--- config.mk ---
export PLATFORM = sky130hd
export DESIGN_NAME = self_test_seq
export DESIGN_NICKNAME = d
export VERILOG_FILES = /design/src/rtl/self_test_pkg.sv /design/src/rtl/self_test_seq.sv
export SDC_FILE = /design/constraint.sdc
export NUM_CORES = 1
export LEC_CHECK = 0
export BUFFER_PORTS_ARGS = -buffer_cell sky130_fd_sc_hd__buf_2
export CORE_MARGIN = 1.5
export CORE_UTILIZATION = 55
export CTS_CLUSTER_SIZE = 25
export DETAILED_ROUTE_END_ITERATION = 8
export PLACE_DENSITY = 0.73
export SETUP_SLACK_MARGIN = 0.3
export SYNTH_ARGS = -nofsm -noshare
export SYNTH_HDL_FRONTEND = slang
export SYNTH_SLANG_ARGS = --single-unit
--- constraint.sdc ---
create_clock -name ref_clk -period 5.1 [get_ports ref_clk]
set_input_delay 1.02 -clock ref_clk [delete_from_list [all_inputs] [get_ports ref_clk]]
set_output_delay 1.02 -clock ref_clk [all_outputs]
set_load 0.03 [all_outputs]
--- src/rtl/self_test_pkg.sv ---
`default_nettype none
package self_test_pkg;
    localparam int DATA_W = 16;
    localparam int FIFO_DEPTH = 16;
    localparam int CLK_PERIOD_NS = 25;
    localparam int TCLK_PHASE_NS = 600;
    localparam int TCLK_PHASE_CYC = TCLK_PHASE_NS / CLK_PERIOD_NS;
    localparam int TCLK_PULSES = 24;
    localparam int SHIFT_COUNT = 16;
    localparam logic [15:0] COUNT_BASE = 16'hFF00;
    localparam logic [15:0] PAT_FIVES = 16'h5555;
    localparam logic [15:0] PAT_AS = 16'hAAAA;
    localparam logic [15:0] MSB_ONE = 16'h8000;
    localparam logic [15:0] LSB_ONE = 16'h0001;
    localparam logic [15:0] SYNC_WORD = 16'h0001;
    localparam logic [15:0] COUNT_RESET = 16'h0000;
    typedef enum logic [3:0] {
        ST_IDLE, ST_PAT5, ST_PATA, ST_ROR, ST_ROL, ST_FILL, ST_FULLCHK,
        ST_STCHK, ST_STGO, ST_STVER, ST_DONE, ST_FAIL
    } seq_t;
endpackage
`default_nettype wire

--- src/rtl/self_test_seq.sv ---
`default_nettype none
// Overview of operation
// - Alternating A pattern write, compare, abort on mismatch.
// - Right shift single MSB, expect shift-out exactly.
// - Two shift pulses per slice for right shift.
// - Right output feeds next left input; cross byte.
// - Shift disables carry; shift-out latches branch test bit.
// - Left shift by self-add; carry only at count.
// - Byte boundary carry feeds left byte LSB.
// - Fives in reg eight, header write pushes four.
// - Repeat complemented, cleared, push zero to fill.
// - After sixteenth word input ready stays inactive.
// - Bypass only in direct test or verify.
// - No pops, no clear while filling.
// - Start request synchronized to drive clock.
// - Start flop inactive, start, pulse, then set.
// - Test clock shifts FIFO words into test register.
// - Pass proceeds; failure aborts, count in register two.
// - Status count copied onto disk address lines.
// - Test clock 600 ns high, 600 ns low.

// ---------------------------------------------------------------------
// Small FIFO in the data path.
// ---------------------------------------------------------------------
module st_fifo #(
    parameter int WIDTH = 16,
    parameter int DEPTH = 4
) (
    // Clock and reset
    input wire logic ref_clk,
    input wire logic arst_n,
    input wire logic clr,
    // Fill side
    input wire logic in_valid,
    output logic in_ready,
    input wire logic [WIDTH-1:0] in_data,
    // Drain side
    output logic out_valid,
    input wire logic out_ready,
    output logic [WIDTH-1:0] out_data
);
    localparam int AW = $clog2(DEPTH);
    logic [WIDTH-1:0] mem [DEPTH];
    logic [AW-1:0] wp_r;
    logic [AW-1:0] rp_r;
    logic [AW:0] cnt_r;
    logic push;
    logic pop;

    assign in_ready = (cnt_r != (AW+1)'(DEPTH));
    assign out_valid = (cnt_r != '0);
    assign out_data = mem[rp_r];
    assign push = in_valid && in_ready;
    assign pop = out_valid && out_ready;

    always_ff @(posedge ref_clk) begin
        if (push) begin
            mem[wp_r] <= in_data;
        end
    end

    always_ff @(posedge ref_clk or negedge arst_n) begin
        if (!arst_n) begin
            wp_r <= '0;
            rp_r <= '0;
            cnt_r <= '0;
        end else if (clr) begin
            wp_r <= '0;
            rp_r <= '0;
            cnt_r <= '0;
        end else begin
            if (push) begin
                wp_r <= (wp_r == AW'(DEPTH-1)) ? '0 : wp_r + 1'b1;
            end
            if (pop) begin
                rp_r <= (rp_r == AW'(DEPTH-1)) ? '0 : rp_r + 1'b1;
            end
            cnt_r <= cnt_r + (AW+1)'(push) - (AW+1)'(pop);
        end
    end
endmodule

// ---------------------------------------------------------------------
// Self-test sequencer.
// ---------------------------------------------------------------------
module self_test_seq
    import self_test_pkg::*;
#(
    parameter int FIFO_WORDS = self_test_pkg::FIFO_DEPTH,
    parameter int BUF_DEPTH = 4
) (
    // Clock and reset
    input wire logic ref_clk,
    input wire logic arst_n,
    // Control
    input wire logic direct_test_en,
    input wire logic verify_id_cmd,
    input wire logic [15:0] sector_reg,
    input wire logic [15:0] track_reg,
    // Status
    output logic busy,
    output logic passed,
    output logic failed,
    output logic [15:0] status_count,
    output logic [15:0] disk_address,
    output logic status_toggle,
    // FIFO and disk side
    output logic fifo_input_ready,
    output logic fifo_avail_status,
    output logic disk_fifo_clear,
    output logic fifo_bypass_direct,
    output logic fifo_pop_pulse,
    output logic drive_clock,
    output logic disk_start_flop,
    output logic latched_branch_test_bit,
    output logic [15:0] test_shift_reg
);
    import self_test_pkg::*;

    // -----------------------------------------------------------------
    // State and datapath.
    // -----------------------------------------------------------------
    seq_t st_r;
    logic [15:0] acc_r;
    logic [15:0] reg8_r;
    logic [15:0] cnt_r;
    logic [4:0] step_r;
    logic [1:0] phase_r;
    logic [15:0] count_r;
    logic tog_r;
    logic tbit_r;
    logic start_req_r;
    logic [2:0] start_sync_r;
    logic dstart_r;
    logic [15:0] tsr_r;
    logic [5:0] tdiv_r;
    logic tclk_r;
    logic tclk_run_r;
    logic [5:0] tpulse_r;
    logic tclk_rise;
    logic fill_valid;
    logic [15:0] fill_data;
    logic fbuf_ready;
    logic fbuf_valid;
    logic [15:0] fbuf_data;
    logic f_in_ready;
    logic f_out_valid;
    logic [15:0] f_out_data;
    logic f_pop;
    logic [4:0] fill_idx_r;

    // Right shift through byte-wide slice chain; the left byte shift-out
    // feeds the right byte MSB and the final out goes to the test bit.
    logic [15:0] shr;
    logic right_shift_final_out;
    logic left_byte_shift_out;
    logic right_byte_left_input;
    logic shift_cmd_active;
    assign left_byte_shift_out = acc_r[8];
    assign right_byte_left_input = left_byte_shift_out;
    assign right_shift_final_out = acc_r[0];
    assign shr = {1'b0, acc_r[15:9], right_byte_left_input, acc_r[7:1]};
    assign shift_cmd_active = (st_r == ST_ROR);

    // Left shift by self-add, carry rippling through byte boundary.
    logic [8:0] lo_sum;
    logic [8:0] hi_sum;
    logic byte_boundary_carry;
    assign lo_sum = {1'b0, acc_r[7:0]} + {1'b0, acc_r[7:0]};
    // A shift command blocks the carry so the shift-out alone reaches
    // the branch test bit.
    assign byte_boundary_carry = lo_sum[8] && !shift_cmd_active;
    assign hi_sum = {1'b0, acc_r[15:8]} + {1'b0, acc_r[15:8]}
        + {8'h00, byte_boundary_carry};

    // Header sequence content: sync, R3, R2, R8 for four passes.
    always_comb begin
        fill_data = 16'h0000;
        unique case (fill_idx_r[1:0])
            2'd0: fill_data = SYNC_WORD;
            2'd1: fill_data = track_reg;
            2'd2: fill_data = sector_reg;
            2'd3: fill_data = reg8_r;
        endcase
        if (fill_idx_r == 5'(FIFO_WORDS - 1)) begin
            fill_data = 16'h0000;
        end
    end
    assign fill_valid = (st_r == ST_FILL);

    // The small buffer carries header words toward the main FIFO.
    st_fifo #(.WIDTH(DATA_W), .DEPTH(BUF_DEPTH)) u_buf (
        .ref_clk(ref_clk),
        .arst_n(arst_n),
        .clr(1'b0),
        .in_valid(fill_valid),
        .in_ready(fbuf_ready),
        .in_data(fill_data),
        .out_valid(fbuf_valid),
        .out_ready(f_in_ready),
        .out_data(fbuf_data)
    );

    st_fifo #(.WIDTH(DATA_W), .DEPTH(FIFO_WORDS)) u_fifo (
        .ref_clk(ref_clk),
        .arst_n(arst_n),
        .clr(1'b0),
        .in_valid(fbuf_valid),
        .in_ready(f_in_ready),
        .in_data(fbuf_data),
        .out_valid(f_out_valid),
        .out_ready(f_pop),
        .out_data(f_out_data)
    );

    // Pops happen only on test clock edges in the start test.
    assign f_pop = tclk_rise && (st_r == ST_STGO) && f_out_valid;
    assign tclk_rise = (tdiv_r == 6'(TCLK_PHASE_CYC - 1)) && !tclk_r
        && tclk_run_r;

    // -----------------------------------------------------------------
    // Test clock generator.
    // -----------------------------------------------------------------
    always_ff @(posedge ref_clk or negedge arst_n) begin
        if (!arst_n) begin
            tdiv_r <= '0;
            tclk_r <= 1'b0;
            tpulse_r <= '0;
        end else if (!tclk_run_r) begin
            tdiv_r <= '0;
            tclk_r <= 1'b0;
            tpulse_r <= '0;
        end else if (tdiv_r == 6'(TCLK_PHASE_CYC - 1)) begin
            tdiv_r <= '0;
            tclk_r <= !tclk_r;
            if (tclk_r) begin
                tpulse_r <= tpulse_r + 1'b1;
            end
        end else begin
            tdiv_r <= tdiv_r + 1'b1;
        end
    end

    // -----------------------------------------------------------------
    // Start flop synchronised to the drive clock.
    // -----------------------------------------------------------------
    always_ff @(posedge ref_clk or negedge arst_n) begin
        if (!arst_n) begin
            start_sync_r <= '0;
            dstart_r <= 1'b0;
            tsr_r <= '0;
        end else begin
            if (tclk_rise) begin
                start_sync_r <= {start_sync_r[1:0], start_req_r};
                if (start_sync_r[1] && start_sync_r[2]) begin
                    dstart_r <= 1'b1;
                end
            end
            if (f_pop) begin
                tsr_r <= f_out_data;
            end
        end
    end

    // -----------------------------------------------------------------
    // Sequencer.
    // -----------------------------------------------------------------
    task automatic advance(input seq_t nxt);
        st_r <= nxt;
        count_r <= count_r + 1'b1;
        tog_r <= !tog_r;
        step_r <= '0;
        phase_r <= '0;
    endtask

    always_ff @(posedge ref_clk or negedge arst_n) begin
        if (!arst_n) begin
            st_r <= ST_IDLE;
            acc_r <= '0;
            reg8_r <= '0;
            cnt_r <= '0;
            step_r <= '0;
            phase_r <= '0;
            count_r <= COUNT_RESET;
            tog_r <= 1'b0;
            tbit_r <= 1'b0;
            start_req_r <= 1'b0;
            tclk_run_r <= 1'b0;
            fill_idx_r <= '0;
        end else begin
            unique case (st_r)
                ST_IDLE: begin
                    st_r <= ST_PAT5;
                    count_r <= COUNT_BASE;
                    tog_r <= !tog_r;
                    acc_r <= PAT_FIVES;
                end
                ST_PAT5: begin
                    if (acc_r != PAT_FIVES) begin
                        st_r <= ST_FAIL;
                    end else begin
                        advance(ST_PATA);
                        acc_r <= PAT_AS;
                    end
                end
                ST_PATA: begin
                    if (acc_r != PAT_AS) begin
                        st_r <= ST_FAIL;
                    end else begin
                        advance(ST_ROR);
                        acc_r <= MSB_ONE;
                    end
                end
                ST_ROR: begin
                    // Two pulses per slice: shift on the second phase.
                    phase_r <= phase_r + 1'b1;
                    if (phase_r[0]) begin
                        acc_r <= shr;
                        tbit_r <= right_shift_final_out;
                        step_r <= step_r + 1'b1;
                        if (right_shift_final_out) begin
                            if (step_r == 5'(SHIFT_COUNT - 1)) begin
                                advance(ST_ROL);
                                acc_r <= LSB_ONE;
                                cnt_r <= 16'(SHIFT_COUNT);
                            end else begin
                                st_r <= ST_FAIL;
                            end
                        end else if (step_r == 5'(SHIFT_COUNT - 1)) begin
                            st_r <= ST_FAIL;
                        end
                    end
                end
                ST_ROL: begin
                    acc_r <= {hi_sum[7:0], lo_sum[7:0]};
                    cnt_r <= cnt_r - 1'b1;
                    if (hi_sum[8] != (cnt_r == 16'h0001)) begin
                        st_r <= ST_FAIL;
                    end else if (hi_sum[8]) begin
                        advance(ST_FILL);
                        reg8_r <= PAT_FIVES;
                        fill_idx_r <= '0;
                    end
                end
                ST_FILL: begin
                    if (fbuf_ready) begin
                        fill_idx_r <= fill_idx_r + 1'b1;
                        if (fill_idx_r == 5'd3) begin
                            reg8_r <= ~reg8_r;
                        end
                        if (fill_idx_r == 5'd7) begin
                            reg8_r <= '0;
                        end
                        if (fill_idx_r == 5'(FIFO_WORDS - 1)) begin
                            st_r <= ST_FULLCHK;
                        end
                    end
                end
                ST_FULLCHK: begin
                    if (!fbuf_valid) begin
                        if (f_in_ready) begin
                            st_r <= ST_FAIL;
                        end else begin
                            advance(ST_STCHK);
                        end
                    end
                end
                ST_STCHK: begin
                    if (dstart_r) begin
                        st_r <= ST_FAIL;
                    end else begin
                        advance(ST_STGO);
                        start_req_r <= 1'b1;
                        tclk_run_r <= 1'b1;
                    end
                end
                ST_STGO: begin
                    if (tpulse_r == 6'(TCLK_PULSES)) begin
                        tclk_run_r <= 1'b0;
                        st_r <= ST_STVER;
                    end
                end
                ST_STVER: begin
                    start_req_r <= 1'b0;
                    st_r <= dstart_r ? ST_DONE : ST_FAIL;
                end
                ST_DONE: begin
                    st_r <= ST_DONE;
                end
                ST_FAIL: begin
                    st_r <= ST_FAIL;
                    tclk_run_r <= 1'b0;
                end
                default: st_r <= ST_FAIL;
            endcase
        end
    end

    // -----------------------------------------------------------------
    // Registered outputs.
    // -----------------------------------------------------------------
    always_ff @(posedge ref_clk or negedge arst_n) begin
        if (!arst_n) begin
            busy <= 1'b0;
            passed <= 1'b0;
            failed <= 1'b0;
            status_count <= COUNT_RESET;
            disk_address <= COUNT_RESET;
            status_toggle <= 1'b0;
            fifo_input_ready <= 1'b0;
            fifo_avail_status <= 1'b0;
            disk_fifo_clear <= 1'b0;
            fifo_bypass_direct <= 1'b0;
            fifo_pop_pulse <= 1'b0;
            drive_clock <= 1'b0;
            disk_start_flop <= 1'b0;
            latched_branch_test_bit <= 1'b0;
            test_shift_reg <= '0;
        end else begin
            busy <= (st_r != ST_DONE) && (st_r != ST_FAIL);
            passed <= (st_r == ST_DONE);
            failed <= (st_r == ST_FAIL);
            status_count <= count_r;
            disk_address <= count_r;
            status_toggle <= tog_r;
            fifo_input_ready <= f_in_ready;
            fifo_avail_status <= f_out_valid;
            disk_fifo_clear <= 1'b0;
            fifo_bypass_direct <= direct_test_en || verify_id_cmd;
            fifo_pop_pulse <= f_pop;
            drive_clock <= tclk_r;
            disk_start_flop <= dstart_r;
            latched_branch_test_bit <= tbit_r;
            test_shift_reg <= tsr_r;
        end
    end
endmodule
`default_nettype wire
Yosys cells after proc, flatten, opt, wreduce, memory -nomap -nowiden

Memory sizes are Yosys's and may differ from the RTL's. A register that Yosys moved wholly into a read port is not among the register bits.
Index checks and enable logic that the tools add are counted.

$add $sub $neg: 18
Multipliers: 0
Divide/modulo/power cells: 0
Order comparisons: 0
Eq/ne operators: 50
Shift-type cells: 0
Muxes and demuxes: 99
Bitwise gates (word level): 1
Reductions and logical operators: 39

Operator list:

| cell                                                 | count |
|---|---|
| 2-to-1 mux 16 bit                                    | 22 |
| case mux 16 bit (7 select lines)                     | 1 |
| case mux 16 bit (5 select lines)                     | 1 |
| case mux 16 bit (2 select lines)                     | 2 |
| case mux 16 bit (4 select lines)                     | 1 |
| 2-to-1 mux 4 bit                                     | 15 |
| 2-to-1 mux 5 bit                                     | 11 |
| case mux 4 bit (11 select lines)                     | 1 |
| 2-to-1 mux 15 bit                                    | 2 |
| 2-to-1 mux 6 bit                                     | 5 |
| case mux 5 bit (6 select lines)                      | 1 |
| 2-to-1 mux 2 bit                                     | 13 |
| equality test 4 bit, second input constant           | 6 |
| != test 2 bit, second input constant                 | 12 |
| 2-to-1 mux 1 bit                                     | 19 |
| adder 8 x 8 -> 9 bit                                 | 2 |
| adder 16 x 1 -> 16 bit, second input constant        | 1 |
| equality test 16 x 1 -> 1 bit, second input constant | 1 |
| equality test 4 x 3 -> 1 bit, second input constant  | 4 |
| != test 16 x 15 -> 1 bit, second input constant      | 1 |
| != test 16 bit, second input constant                | 1 |
| NOT 16 bit                                           | 1 |
| subtractor 16 x 1 -> 16 bit, second input constant   | 1 |
| adder 6 x 1 -> 6 bit, second input constant          | 2 |
| other kinds (45)                                     | 81 |

Register bits: 164
Bits in latches: 0
RAM bits: 320
Bits in read-only memories: 0
Input port bits: 36
Output and inout port bits: 60
Memories: 2

Memories:

| name       | words | width | read ports | clocked after Yosys merged registers in | write ports | line                | text |
|---|---|---|---|---|---|---|---|
| u_fifo.mem | 16    | 16    | 1          | 1                                       | 1           | self_test_seq.sv:43 | `logic [WIDTH-1:0] mem [DEPTH];` |
| u_buf.mem  | 4     | 16    | 1          | 0                                       | 1           | self_test_seq.sv:43 |  |

Longest topological paths before layout

Gate-level depths: netlist of the first run.

Depth in word-level cells: 7
Gate-level depth with buffers: 14
Gate-level depth less buffers: 13

Modules after synthesis

A second synthesis of the first run with hierarchy kept.

Cells, all modules: 1416
Area, all modules: 21311.7 µm²

Modules (own cells, without submodules):

| module            | instances | cells each | area each (µm²) | sequential area each (µm²) |
|---|---|---|---|---|
| st_fifo at u_fifo | 1         | 571        | 10991.8         | 8012.7 |
| self_test_seq     | 1         | 714        | 7534.7          | 3978.8 |
| st_fifo at u_buf  | 1         | 131        | 2785.2          | 2097.0 |

Least setup slack after synthesis of the first run

Ideal clock, no wire load.

Path type: reg-to-reg
From: register cnt_r[6]
To: register count_r[7]
Arrival time: 2.889 ns
Data required time: 4.979 ns
Path slack: 2.090 ns
Stages on the path, launching flop included: 12
Clock period less this slack: 3.010 ns
Cells stage by stage: dfrtp_1 > or4_4 > nor4_1 > nand4_1 > ha_1 > nor2_1 > a2111oi_0 > nor2b_1 > buf_4 > and3_1 > buf_2 > a22o_1

Longest elaborated chain between the ends: 4

RTL lines:

| element                        | line                 | text |
|---|---|---|
| start, declared                | self_test_seq.sv:126 | `logic [15:0] cnt_r;` |
| start signal, assigned         | self_test_seq.sv:325 | `cnt_r <= 16'(SHIFT_COUNT);` |
| start signal, assigned         | self_test_seq.sv:336 | `cnt_r <= cnt_r - 1'b1;` |
| equality test 16 x 1 -> 1 bit  | self_test_seq.sv:337 | `if (hi_sum[8] != (cnt_r == 16'h0001)) begin` |
| != test 1 bit                  | self_test_seq.sv:337 |  |
| != test 2 bit (no line)        | --                   |  |
| AND reduction 11 bit (no line) | --                   |  |
| end signal, assigned           | self_test_seq.sv:284 | `count_r <= COUNT_RESET;` |
| end signal, assigned           | self_test_seq.sv:294 | `count_r <= COUNT_BASE;` |
| end, declared                  | self_test_seq.sv:129 | `logic [15:0] count_r;` |

No other way between the ends.
A chain may end at the register's enable or synchronous reset.

Worst setup path after layout of the first run

From: register cnt_r[6]
To: register step_r[2]

Longest elaborated chain between the ends: 4

RTL lines:

| element                       | line                 | text |
|---|---|---|
| equality test 16 x 1 -> 1 bit | self_test_seq.sv:337 |  |
| != test 1 bit                 | self_test_seq.sv:337 |  |
| != test 2 bit (no line)       | --                   |  |
| AND reduction 9 bit (no line) | --                   |  |
| end signal, assigned          | self_test_seq.sv:320 | `step_r <= step_r + 1'b1;` |
| end, declared                 | self_test_seq.sv:127 | `logic [4:0] step_r;` |

No other way between the ends.

==> impl_metrics.yaml, run 1 <==
status:
  status: "finished clean"
route:
  antenna_left: 0
  drt_iter0_markers: 1078
  vias_per_cell: 5.98
  drt_wl_total_mm: 40.8
  firstDrtPassIters: 8
  via_count: 11400
  drc_errors: 0
  wl_per_cell_um: 21.5
layout:
  top_regs: "u_fifo.mem: 256 flops, u_buf.mem: 64 flops"
  finalNonFillerCells: 1901
  largest_register_ffs: 256
  drive_above_1_share: 0.235
  fin_util: 0.623
  nFillCells: 2709
  nets: 1417
  final_common_cell: "edfxtp_1"
  layout_common_cells: "edfxtp_1, dfrtp_1, mux4_2"
  multiInputGateArea_um2: 6150
  area.growth.synth_to_final_pct: 12.1
  antenna_cells: 0
  top_register: "u_fifo.mem"
  regArea_um2: 14100
synth:
  synth-seq-area-share: 0.676
  muxShareOfSynthArea: 0.122
  async_reset_ff_frac: 0.359
  syn-num-nets: 1336
  synth_compound_area_frac: 0.0693
  synth_xor_area_frac: 0.0122
  synthFlopType: "edfxtp_1"
  synth-seq-cells: 499
  synth_fa_ha_area_frac: 0.0205
  yosys.cell_types.count: 83
  synth-edff-count: 320
  synth_top_family_by_area: "multiplexers"
  yosysWarnings: 0
  syn_inst: 1267
  synth_area_um2: 20800
  yosys.area_share.simple: 0.0704
  avgSynthCellArea_um2: 16.4
clock_network:
  worstSkewPairLatency_ns: 0.58
  post_cts_resized: 0
  clock_sinks: 499
  clkTransAtPathRegs_ns: 0.06
  root_buffer: "clkbuf_16"
  htreeDepth: 2
  cts_made_buffers: 51
  cts_tree: "built"
  hold_buffers: 0
  postCtsSetupBuffers: 0
  cts.path.max_buffers: 3
timing:
  max_slew.worst_pin.slew_ns: 1.27
  post-route-period-util: 0.733
  rsz0062_at_grt: "false"
  fin_ws_ns: 1.36
  hold_violations: 0
  setup_viol: 0
  final_max_slew_viol_count: 0
  fmax_mhz: 268
  slew_headroom: 0.151
  setup_tns_ns: 0
  min_period_ns: 3.74
  finalClockSkew_ns: 0.0157
grt:
  grt_overflow_total: 0
  grt_usage: 0.218
  first_global_vias: 11500
  grt_max_degree: 103
  antenna_found_initial: 0
  grt_pass1_wl_mm: 65.1
setup_path:
  end_kind: "register"
  worstPathArrival_ns: 4.19
  reg2reg_depth: 9
  path_class: "register to register"
  critPathMaxFanout: 10
  critPathRequiredTime_ns: 5.56
  critPathLaunchType: "register"
place:
  place_congestion: 0.837
  place_ws_ns: 1.43
  numPortBuffers: 94
  dp_hpwl_mm: 24.6
  placed_cells: 1806
die:
  core_area_um2: 37500
  chipWidth_um: 198
  initial_core_util: 0.556
  die_h_um: 198
  rows: 71
  io_pins: 96
  dieArea_um2: 39100
min_path:
  hold_depth: 0
  hp-class: "register to register"
pwr:
  power.density_nw_per_um2: 348
  peakVddDrop_mv: 0.207
  leakagePower_nw: 8.13
run:
  max_cap_viol_count: 0
-- critical path, cell delays in order (launching register included) --
cell and delay (ns):
dfrtp_1 0.40, or4_4 0.58, nor4_1 0.49, nand4_1 0.18, ha_1 0.40, nor2_1 0.11, a2111oi_0 0.08, nor2b_1 0.65
o2111ai_2 0.36, a211o_1 0.37
-- per-layer routing --
metal / track usage / share of wire
met5: 0 / 0
met1: 0.309 / 0.43
met4: 0.0512 / 0.017
met3: 0.0374 / 0.056
met2: 0.356 / 0.49
-- synth_stat cells (3+ instances only) --
cell type,number,area share
and3_1,14,0.0042
o21ai_1,10,0.0024
buf_2,17,0.0041
nor3_1,14,0.0034
and4bb_2,6,0.0036
buf_4,25,0.0090
a21oi_1,22,0.0053
nand3_1,18,0.0043
nor4_1,3,0.00090
or2_2,3,0.00090
a221o_1,8,0.0038
buf_1,5,0.00090
mux2_4,16,0.012
o22a_1,8,0.0034
xnor2_1,15,0.0063
nor3b_1,5,0.0018
nor4bb_1,4,0.0019
a22oi_1,9,0.0032
dfrtp_1,179,0.21
o211ai_1,7,0.0025
edfxtp_1,320,0.46
a2111oi_0,3,0.0013
a31oi_1,12,0.0036
nor2b_1,5,0.0015
nand4_1,14,0.0042
mux2_2,6,0.0032
mux2i_1,5,0.0024
and2_1,21,0.0063
o21ai_0,42,0.010
nand2b_1,9,0.0027
a211o_1,3,0.0013
a2bb2oi_1,7,0.0029
nor2_1,80,0.014
ha_1,31,0.019
a22o_1,12,0.0050
nand2_1,48,0.0086
a41oi_1,14,0.0059
and4_1,6,0.0025
clkbuf_1,25,0.0045
o31ai_1,4,0.0014
a21o_1,4,0.0014
xor2_1,14,0.0059
a222oi_1,15,0.0072
inv_1,35,0.0063
mux4_2,94,0.10
-- layout make-up --
| cell class | count | area share |
|---|---|---|
| Tap cell | 511 | 0.0274 |
| Timing Repair Buffer | 105 | 0.0246 |
| Inverter | 38 | 0.00610 |
| Clock inverter | 10 | 0.00509 |
| Clock buffer | 85 | 0.0703 |
| Multi-Input combinational cell | 653 | 0.263 |
| Sequential cell | 499 | 0.603 |
-- kinds of logic after synthesis --
| family | Yosys count |
|---|---|
| other | 1 |
| buffers and inverters | 115 |
| xor gates and xnor gates | 29 |
| adders and majority gates | 33 |
| and+or+nand+nor | 269 |
| muxes | 125 |
| DFF | 499 |
| AOI/OAI and AO/OA | 196 |
-- per-stage QoR --
step,instance area (um^2),total power [mW],hold WS [ns]
after floorplan,20800,4.35,0.349
after global placement,21600,4.40,0.366
after detailed placement,21600,4.40,0.366
after CTS,23400,8.20,0.383
after global routing,23400,8.37,0.384
final,23400,8.13,0.381
-- worst paths after layout --
path	startpoint	to	slack (ns)
min in group asynchronous	arst_n	fifo_pop_pulse$_DFF_PN0_	0.54
hold / removal	tsr_r[4]$_DFFE_PN0P_	test_shift_reg[4]$_DFF_PN0_	0.38
setup reg to reg	cnt_r[6]$_DFFE_PN0P_	step_r[2]$_DFFE_PN0P_	1.36
hold reg to reg	tsr_r[4]$_DFFE_PN0P_	test_shift_reg[4]$_DFF_PN0_	0.38
setup / recovery	cnt_r[6]$_DFFE_PN0P_	step_r[2]$_DFFE_PN0P_	1.36
max in group asynchronous	arst_n	acc_r[5]$_DFFE_PN0P_	3.58
-- report_power, final --
group | switching, mW | internal, mW | total (mW)
sequential | 0.0000980 | 4.27 | 4.27
combinational | 0.0334 | 0.0121 | 0.0455
clock | 1.51 | 2.30 | 3.81
Note: power is estimated with default switching activity, not from simulation.
==> run 2: changes to the inputs <==
- PLACE_DENSITY: 0.73 -> 0.75
- clock period: 5.1 -> 3.2 ns (I/O delays scaled with it)
==> run 2 against run 1 <==
  * Count of clock-buffer cells in the layout is 15 lower
  * Power rose by 64%
  * Design area grew 3.8%
  * Worst hold slack worse by 0.31 ns
  * Sequential cell count unchanged
  * Non-clock buffer count increased by 61
  * Largest power group unchanged
  * Highest routed layer unchanged
==> impl_metrics.yaml, run 2 (synthesis results as in run 1) <==
place:
  numPortBuffers: 94
  placed_cells: 1857
  dp_hpwl_mm: 26.3
  place_congestion: 0.898
  place_ws_ns: 0.106
  place_area_um2: 22100
die:
  rows: 71
  dieArea_um2: 39100
  chipWidth_um: 198
  initial_core_util: 0.556
  core_area_um2: 37500
  io_pins: 96
  die_h_um: 198
clock_network:
  cts.path.max_buffers: 3
  worstSkewPairLatency_ns: 0.62
  cts_tree: "built"
  clock_sinks: 499
  clkTransAtPathRegs_ns: 0.06
  cts_made_buffers: 51
  root_buffer: "clkbuf_16"
  hold_buffers: 0
  htreeDepth: 2
timing:
  slew_headroom: 0.373
  post-route-period-util: 0.890
  fin_hold_ws_ns: 0.0664
  min_period_ns: 2.85
  max_slew.worst_pin.slew_ns: 0.933
  final_max_slew_viol_count: 0
  rsz0062_at_grt: "true"
  finalClockSkew_ns: 0.0319
  fin_ws_ns: 0.353
  setup_viol: 0
  fmax_mhz: 351
  hold_violations: 0
  setup_tns_ns: 0
grt:
  grt_pass1_wl_mm: 70.3
  antenna_found_initial: 0
  first_global_vias: 12100
  grt_overflow_total: 0
  grt_max_degree: 72
  grt_usage: 0.240
pwr:
  p_sw_mw: 2.64
  power.density_nw_per_um2: 550
  p_seq_frac: 0.510
  leakagePower_nw: 8.56
  power_mw: 13.3
  p_sw_frac: 0.198
  internal_power_mw: 10.7
  peakVddDrop_mv: 0.362
  p_comb_frac: 0.006
  power_frac_clock: 0.484
setup_path:
  worstPathArrival_ns: 3.30
  crit_slowest_cell: "or4_4"
  worstSetupStartpoint: "cnt_r[7]$_DFFE_PN0P_"
  timing.rr.end: "reg8_r[11]$_DFFE_PN0P_"
  reg2reg_depth: 10
  crit_chain: "or4_4 -> nor4_4 -> nand4_1 -> ha_4 -> nor3b_2 -> a21oi_1 -> or3_4 -> buf_8 -> o21ai_0 -> o21ai_1"
  ff2ff_setup_slack_ns: 0.35
  end_kind: "register"
  critPathRequiredTime_ns: 3.66
  r2r-start: "cnt_r[7]$_DFFE_PN0P_"
  critPathMaxFanout: 13
  max_stage_delay_ns: 0.57
  critPathLaunchType: "register"
  crit_end: "reg8_r[11]$_DFFE_PN0P_"
  path_class: "register to register"
route:
  antenna_left: 0
  top_layer: "met4"
  vias_per_cell: 6.09
  wl_per_cell_um: 23.1
  drc_errors: 0
  wl_met1_mm: 18.1
  drt_iter0_markers: 982
  wl_met3_mm: 2.85
  routed-wl-met2_mm: 23.2
  firstDrtPassIters: 7
  drt_wl_total_mm: 45.3
  via_count: 12000
layout:
  finalNonFillerCells: 1964
  fin_util: 0.647
  area.growth.synth_to_final_pct: 16.3
  fin_area_um2: 24200
  drive_above_1_share: 0.288
  nets: 1478
  final_common_cell: "edfxtp_1"
  nFillCells: 2582
  layout_common_cells: "edfxtp_1, dfrtp_1, mux4_2"
  largest_register_ffs: 256
  regArea_um2: 14100
  top_regs: "u_fifo.mem: 256 flops, u_buf.mem: 64 flops"
  top_register: "u_fifo.mem"
  multiInputGateArea_um2: 6300
min_path:
  hp-class: "primary input to async pin"
run:
  max_cap_viol_count: 0
status:
  status: "finished clean"
[run 2: changes by cell type in the layout (fill, tap and decap cells not counted), sizes merged, moves of 3 or more]
cell,delta
clkinvlp,+6
buf,+61
inv,+3
clkinv,+3
bufinv,+4
clkbuf,-15
[run 2: layer usage]
layer,up-vias,global-route usage
met3,75,0.0343
met1,6157,0.319
met5,-,0
met4,0,0.0766
met2,503,0.411
li1,5229,-
[run 2: layout make-up]
cell class / instances / share of cell area
clock inverters: 26 / 0.0154
flip-flops and latches: 499 / 0.581
diodes: 1 / 0.000103
well taps: 511 / 0.0264
inverters: 38 / 0.00588
clock buffers: 70 / 0.0628
repair buffers: 166 / 0.0484
multi-input cells: 653 / 0.260
[run 2: timing repair]
action / in CTS / in global routing
buffers inserted: 6 / 4
gates resized for setup: 5 / 31
endpoints found under the setup margin: 39 / 44
hold endpoints to repair: 0 / 0
pin swaps: 6 / 11
[run 2: worst min-delay path by stage]
| stage | start | endpoint | cells past startpoint |
|---|---|---|---|
| after floorplan | arst_n | acc_r[0]$_DFFE_PN0P_ | 0 |
| after global routing | arst_n | tsr_r[9]$_DFFE_PN0P_ | 1 |
| after CTS | arst_n | tsr_r[9]$_DFFE_PN0P_ | 1 |
| after detailed placement | tsr_r[8]$_DFFE_PN0P_ | test_shift_reg[8]$_DFF_PN0_ | 0 |
| final | arst_n | tsr_r[9]$_DFFE_PN0P_ | 1 |
| after global placement | tbit_r$_DFFE_PN0P_ | latched_branch_test_bit$_DFF_PN0_ | 0 |
[run 2: power groups by stage]
stage	clock network, mW	logic (mW)	registers (mW)
final	6.46	0.0756	6.80
after global placement	0	0.0780	6.93
after detailed placement	0	0.0798	6.93
after global routing	6.79	0.0892	6.80
after floorplan	0	0.00321	6.94
after CTS	6.56	0.0801	6.80
[run 2: worst max-delay path: cells and delay by family, from the launching register on]
| kind | cells | cell delay, ns |
|---|---|---|
| adders and majority gates | 1 | 0.28 |
| AOI/OAI and AO/OA | 3 | 0.32 |
| and+or+nand+nor | 5 | 1.56 |
| buffers and inverters | 1 | 0.16 |
| DFF | 1 | 0.40 |
